===== src/verilog/dtsr_defines.vh =====
// Register offsets, field positions, reset values and variant codes for the converter register bank.
`ifndef DTSR_DEFINES_VH
`define DTSR_DEFINES_VH
`define DTSR_ADDR_W          4
`define DTSR_DATA_W          16
`define DTSR_OFF_ACTION      4'h5
`define DTSR_OFF_ALARM       4'h7
`define DTSR_OFF_CODE        4'h8
`define DTSR_LOAD_BIT        4
`define DTSR_SRST_HI         3
`define DTSR_SRST_LO         0
`define DTSR_SRST_KEY        4'hA
`define DTSR_ALARM_BIT       0
`define DTSR_ZERO16          16'h0000
`define DTSR_RST_ZERO_SCALE  16'h0000
`define DTSR_RST_MID_SCALE   16'h8000
`define DTSR_RES_16          2'h0
`define DTSR_RES_14          2'h1
`define DTSR_RES_12          2'h2
`define DTSR_MASK_16         16'hFFFF
`define DTSR_MASK_14         16'hFFFC
`define DTSR_MASK_12         16'hFFF0
`endif


===== src/verilog/dtsr_code_mask.v =====
// Resolution mask that forces the unused low code bits to zero.
`timescale 1ns/1ps
`default_nettype none
`include "dtsr_defines.vh"
module dtsr_code_mask
(
   input  wire [1:0]                 resolution,
   input  wire [`DTSR_DATA_W-1:0]    code_in,
   output reg  [`DTSR_DATA_W-1:0]    code_out
);
   always @*
   begin
      case (resolution)
         `DTSR_RES_14: code_out = code_in & `DTSR_MASK_14;
         `DTSR_RES_12: code_out = code_in & `DTSR_MASK_12;
         default:      code_out = code_in & `DTSR_MASK_16;
      endcase
   end
endmodule // dtsr_code_mask
`default_nettype wire


===== src/verilog/dtsr_regs.v =====
// Trigger, status and output code registers of a single-channel voltage-output converter.
// How it works
// - Load strobe in synchronous mode copies pending code to the active output.
// - Load strobe clears itself after one cycle; never needs rewriting to zero.
// - Key 1010 in soft reset field restores all registers to power-on defaults.
// - Soft reset field returns to zero by itself after any write.
// - Alarm flag reads 1 while headroom comparator reports low margin, else 0.
// - While alarmed, reference buffer is off and output is driven to zero.
// - Alarm keeps stored code; output resumes from it once the alarm clears.
// - Alarm is raised when reference halving leaves too little headroom.
// - Code register is 16-bit straight binary, MSB aligned; full variant uses all.
// - 14-bit variant uses bits 15 to 2; the two low bits read as zero.
// - 12-bit variant uses bits 15 to 4; the four low bits read as zero.
// - Code register resets to 0000h or 8000h by power-up variant.
// - Status register resets to zero; only bit zero carries the alarm.
`timescale 1ns/1ps
`default_nettype none
`include "dtsr_defines.vh"
module dtsr_regs
#(
   parameter [1:0] RESOLUTION = `DTSR_RES_16,
   parameter       MID_SCALE  = 0
)
(
   input  wire                       clk,
   input  wire                       reset,
   input  wire                       wr_en,
   input  wire                       rd_en,
   input  wire [`DTSR_ADDR_W-1:0]    addr,
   input  wire [`DTSR_DATA_W-1:0]    wr_data,
   input  wire                       sync_mode,
   input  wire                       ref_div,
   input  wire                       headroom_low,
   output reg  [`DTSR_DATA_W-1:0]    rd_data,
   output reg                        rd_valid,
   output reg  [`DTSR_DATA_W-1:0]    active_code,
   output reg                        ref_buf_off,
   output reg                        alarm,
   output reg                        load_strobe,
   output reg                        soft_reset_pulse
);
   localparam [`DTSR_DATA_W-1:0] CODE_RESET =
      (MID_SCALE != 0) ? `DTSR_RST_MID_SCALE : `DTSR_RST_ZERO_SCALE;

   reg  [`DTSR_DATA_W-1:0] code_q;
   reg  [`DTSR_DATA_W-1:0] code_d;
   reg  [`DTSR_DATA_W-1:0] held_q;
   reg  [`DTSR_DATA_W-1:0] held_d;
   reg  [`DTSR_DATA_W-1:0] active_d;
   reg  [`DTSR_DATA_W-1:0] rd_mux;
   reg  [`DTSR_DATA_W-1:0] rd_data_d;
   reg                     rd_valid_d;
   reg                     strobe_d;
   reg                     pulse_d;
   reg                     alarm_d;
   reg                     buf_off_d;
   wire [`DTSR_DATA_W-1:0] masked_wr;
   wire                    act_wr;
   wire                    code_wr;
   wire                    key_hit;
   wire                    load_req;
   wire                    alarm_now;

   // Low bits are stripped on entry, so readback and output agree.
   dtsr_code_mask u_mask
   (
      .resolution (RESOLUTION),
      .code_in    (wr_data),
      .code_out   (masked_wr)
   );

   assign act_wr    = wr_en && (addr == `DTSR_OFF_ACTION);
   assign code_wr   = wr_en && (addr == `DTSR_OFF_CODE);
   // Only the exact key acts; other patterns are dropped since the field stores nothing.
   assign key_hit   = act_wr &&
      (wr_data[`DTSR_SRST_HI:`DTSR_SRST_LO] == `DTSR_SRST_KEY);
   // A key in the same write wins, so the load bit is dropped with it.
   assign load_req  = act_wr && wr_data[`DTSR_LOAD_BIT] && sync_mode && !key_hit;
   // The comparator is analog; the halving setting is what provokes it.
   assign alarm_now = headroom_low;

   always @*
   begin
      code_d = code_q;
      if (key_hit)
      begin
         code_d = CODE_RESET;
      end
      else if (code_wr)
      begin
         code_d = masked_wr;
      end
   end

   always @(posedge clk)
   begin
      if (reset)
      begin
         code_q <= CODE_RESET;
      end
      else
      begin
         code_q <= code_d;
      end
   end

   // Pending code moves to the output copy on the strobe, or at once without sync mode.
   always @*
   begin
      held_d = held_q;
      if (key_hit)
      begin
         held_d = CODE_RESET;
      end
      else if (load_strobe)
      begin
         held_d = code_q;
      end
      else if (!sync_mode)
      begin
         held_d = code_d;
      end
   end

   always @(posedge clk)
   begin
      if (reset)
      begin
         held_q <= CODE_RESET;
      end
      else
      begin
         held_q <= held_d;
      end
   end

   // The strobe lives for one cycle only, so the host never writes it back to zero.
   always @*
   begin
      strobe_d = 1'b0;
      if (load_req)
      begin
         strobe_d = 1'b1;
      end
   end

   always @(posedge clk)
   begin
      if (reset)
      begin
         load_strobe <= 1'b0;
      end
      else
      begin
         load_strobe <= strobe_d;
      end
   end

   // The reset pulse marks the key for one cycle; the field itself never holds it.
   always @*
   begin
      pulse_d = 1'b0;
      if (key_hit)
      begin
         pulse_d = 1'b1;
      end
   end

   always @(posedge clk)
   begin
      if (reset)
      begin
         soft_reset_pulse <= 1'b0;
      end
      else
      begin
         soft_reset_pulse <= pulse_d;
      end
   end

   always @*
   begin
      alarm_d = alarm_now;
      if (key_hit)
      begin
         alarm_d = 1'b0;
      end
   end

   always @(posedge clk)
   begin
      if (reset)
      begin
         alarm <= 1'b0;
      end
      else
      begin
         alarm <= alarm_d;
      end
   end

   always @*
   begin
      buf_off_d = alarm_now;
      if (key_hit)
      begin
         buf_off_d = 1'b0;
      end
   end

   always @(posedge clk)
   begin
      if (reset)
      begin
         ref_buf_off <= 1'b0;
      end
      else
      begin
         ref_buf_off <= buf_off_d;
      end
   end

   always @*
   begin
      active_d = held_q;
      if (key_hit)
      begin
         active_d = CODE_RESET;
      end
      else if (alarm_now)
      begin
         active_d = `DTSR_ZERO16;
      end
      else if (load_strobe)
      begin
         active_d = code_q;
      end
      else
      begin
         // Stored code is never touched by the alarm, so output resumes from it.
         active_d = held_q;
      end
   end

   always @(posedge clk)
   begin
      if (reset)
      begin
         active_code <= CODE_RESET;
      end
      else
      begin
         active_code <= active_d;
      end
   end

   always @*
   begin
      case (addr)
         `DTSR_OFF_ALARM:
         begin
            rd_mux = {{(`DTSR_DATA_W-1){1'b0}}, alarm};
         end
         `DTSR_OFF_CODE:
         begin
            rd_mux = code_q;
         end
         default:
         begin
            // Trigger fields are write-only and self clearing, so they read as zero.
            rd_mux = `DTSR_ZERO16;
         end
      endcase
   end

   // Read data holds until the next read or a key write clears it, so a slow host can still pick it up.
   always @*
   begin
      rd_data_d  = rd_data;
      rd_valid_d = 1'b0;
      if (key_hit)
      begin
         rd_data_d = `DTSR_ZERO16;
      end
      else if (rd_en)
      begin
         rd_data_d  = rd_mux;
         rd_valid_d = 1'b1;
      end
   end

   always @(posedge clk)
   begin
      if (reset)
      begin
         rd_data  <= `DTSR_ZERO16;
         rd_valid <= 1'b0;
      end
      else
      begin
         rd_data  <= rd_data_d;
         rd_valid <= rd_valid_d;
      end
   end
endmodule // dtsr_regs
`default_nettype wire

===== config.mk =====
export PLATFORM = sky130hd
export DESIGN_NAME = dtsr_regs
export DESIGN_NICKNAME = d
export VERILOG_FILES = /design/src/verilog/dtsr_code_mask.v /design/src/verilog/dtsr_regs.v
export VERILOG_INCLUDE_DIRS = /design/src /design/src/verilog
export SDC_FILE = /design/constraint.sdc
export NUM_CORES = 1
export LEC_CHECK = 0
export BUFFER_PORTS_ARGS = -buffer_cell sky130_fd_sc_hd__clkbuf_2
export CELL_PAD_IN_SITES_DETAIL_PLACEMENT = 1
export CELL_PAD_IN_SITES_GLOBAL_PLACEMENT = 1
export CORE_ASPECT_RATIO = 0.8
export CORE_MARGIN = 4
export CORE_UTILIZATION = 44
export CTS_BUF_LIST = sky130_fd_sc_hd__clkbuf_4
export DETAILED_ROUTE_END_ITERATION = 12
export PLACE_DENSITY_LB_ADDON = 0.1
export SLEW_MARGIN = 20
export SYNTH_ARGS = -nofsm -noshare
export SYNTH_HDL_FRONTEND = slang
export SYNTH_SLANG_ARGS = --single-unit

===== constraint.sdc =====
create_clock -name clk -period 4.5 [get_ports clk]
set_clock_uncertainty 0.05 [all_clocks]
set_input_delay 0.9 -clock clk [delete_from_list [all_inputs] [get_ports clk]]
set_output_delay 0.9 -clock clk [all_outputs]
set_load 0.02 [all_outputs]

==> results.ini <==
[clocking]
cts.sink_count = 68
cts-resized-gates = 0
postCtsSetupBuffers = 0
h-tree-depth = 3
cts_buffer_depth = 2
clkLatencyLatePin_ps = 410
path_clk_slew_ps = 100
hold_buffers = 0
numCtsBuffers = 9
root_buffer = clkbuf_4
cts_tree = built

[yosys]
yosysWarnings = 0
synthesis.area_um2 = 2840
syn_nets = 354
yosysUniqueCellTypes = 26
ys_ff_latch = 68
syn_inst = 327
yosysSeqAreaShare_pct = 47.9
syn_area_per_cell_um2 = 8.69

[place]
port_buffers = 62
dp_hpwl_mm = 5.29
place_congestion = 0.722
dp_slack_ps = 1730

[timing]
hold_viol_final = 0
period_share_pct = 59.9
max-slew-margin-rel_pct = 31.6
setup_viol = 0
drv_slew = 0
holdWs_ps = 418
max_freq_mhz = 371
setup-tns-final_ps = 0
setup_ws_ps = 1810
rsz0062_at_grt = false
fin_crit_ps = 2690
tightest_slew_ps = 1030

[critical_path]
worst_setup_path_end_kind = output pin
crit_slowest_cell = dfxtp_1
crit_chain = clkbuf_2
crit_arrival_ps = 1740
cp-start-kind = flop
crit_fanout = 35
criticalPathCategory = reg2out
crit_family = flip-flops
max_stage_delay_ps = 1010
reg2reg_slack_ps = 2350
critPathBufInv = 1
worstPathRequired_ps = 3550

[grt]
grt_pass1_wl_mm = 13.4
antenna_found_initial = 0
grt_pass1_vias = 2658
grt_max_degree = 48
track_usage_pct = 21.4
grt_overflow_total = 0

[power]
peakVddDrop_uv = 197
powerDensity_nw_per_um2 = 322
p_sw_mw = 0.255
power_leakage_nw = 1.24
p_int_mw = 0.800
p_sw_share_pct = 24.2
p_seq_share_pct = 57.7
pwr-share-comb_pct = 6.8
clockPowerShare_pct = 35.5

[die]
start_util_pct = 46.8
rows = 25
die_area_um2 = 7810
core_area_um2 = 6070
die_y_um = 79.9
pin_count = 64
die_x_um = 97.8

[cells_and_area]
syn2layout_area_growth_pct = 15.4
drive_above_1_share_pct = 21.8
fin_nets = 400
num_antenna_cells = 0

[drt]
drtAntennaViolNets = 0
drc = 0
finalWirelength_mm = 7.96
vias = 2627
dr.first_iter.drc_count = 99
routedWlPerCell_um = 17.4
viasPerCell = 5.74
first_pass_iters = 4

[worst_hold_path]
worstHoldPathType = reg2reg

[job]
drv_cap = 0

[status]
status = finished clean

-- state kept, by name, indices dropped and copies added, names as in the netlist --
signal,cells
load_strobe,1
rd_valid,1
rd_data,16
ref_buf_off,1
soft_reset_pulse,1
active_code,16
code_q,16
held_q,16
-- cells in the mapped netlist, drive strengths merged --
cell type  instances  area, um2
dfxtp             68       1360
a21oi             47        235
nand3             31        155
nor2              20       75.1
nand2             17       63.8
a221oi            16        140
a311oi            16        140
and2              16        100
and3b             16        140
buf               16       87.6
nor3              16       80.1
o21ai             16       80.1
clkbuf            15       56.3
inv                6       22.5
nor4               2       12.5
o31ai              2       25.0
nand2b             1       6.26
nand3b             1       7.51
nand4bb            1       11.3
nor3b              1       12.5
nor4b              1       8.76
o221ai             1       8.76
or4b               1       10.0
-- power by group through the flow --
stage	clock network, mW	logic, mW	registers [mW]
after detailed placement	0	0.0717	0.624
after global routing	0.413	0.0792	0.611
after CTS	0.386	0.0721	0.610
after floorplan	0	0.0411	0.625
final	0.374	0.0718	0.610
after global placement	0	0.0707	0.623
-- cell families after synthesis --
kind of cell / count (synthesis) / share of synthesized area (%)
compound gates: 98 / 22.2
flops: 68 / 47.9
simple gates: 124 / 24.1
buf+inv: 37 / 5.86
-- area by class of cell --
| type | count | area (um2) |
|---|---|---|
| Multi-Input combinational cell | 222 | 1330 |
| Timing Repair Buffer | 66 | 340 |
| Clock inverter | 4 | 41.3 |
| Inverter | 6 | 22.5 |
| Fill cell | 750 | 2790 |
| Clock buffer | 11 | 82.6 |
| Sequential cell | 68 | 1360 |
| Tap cell | 81 | 101 |
-- cell usage in the layout, fill, tap and decap left out, drive strengths merged, types with 17 or more instances in the layout --
master,synthesis,layout
clkbuf,15,73
dfxtp,68,68
a21oi,47,47
nand3,31,31
nor2,20,20
nand2,17,17
-- per-layer routing --
metal / up-vias / track usage (%) / part of all wire, %
met5: - / 0 / 0
met4: 0 / 7.47 / 1.4
met1: 1239 / 28.7 / 49
li1: 1293 / - / -
met2: 84 / 34.0 / 44
met3: 11 / 4.98 / 5.8
-- worst paths after layout --
check / from / endpoint / cells after the start
min reg2reg: rd_data[15] / rd_data[15] / 2
max reg2reg: load_strobe / active_code[4] / 3
max: load_strobe / load_strobe / 1
min: rd_data[15] / rd_data[15] / 2
-- stage by stage --
step	area, um2	util [%]	std cells	power [mW]
floorplan	2840	-	327	0.666
global placement	3150	52.0	443	0.694
detailed placement	3150	52.0	443	0.695
CTS	3280	54.0	458	1.07
global route	3280	54.0	458	1.10
finish	3280	54.0	458	1.06
(Power assumes the default switching activity.)
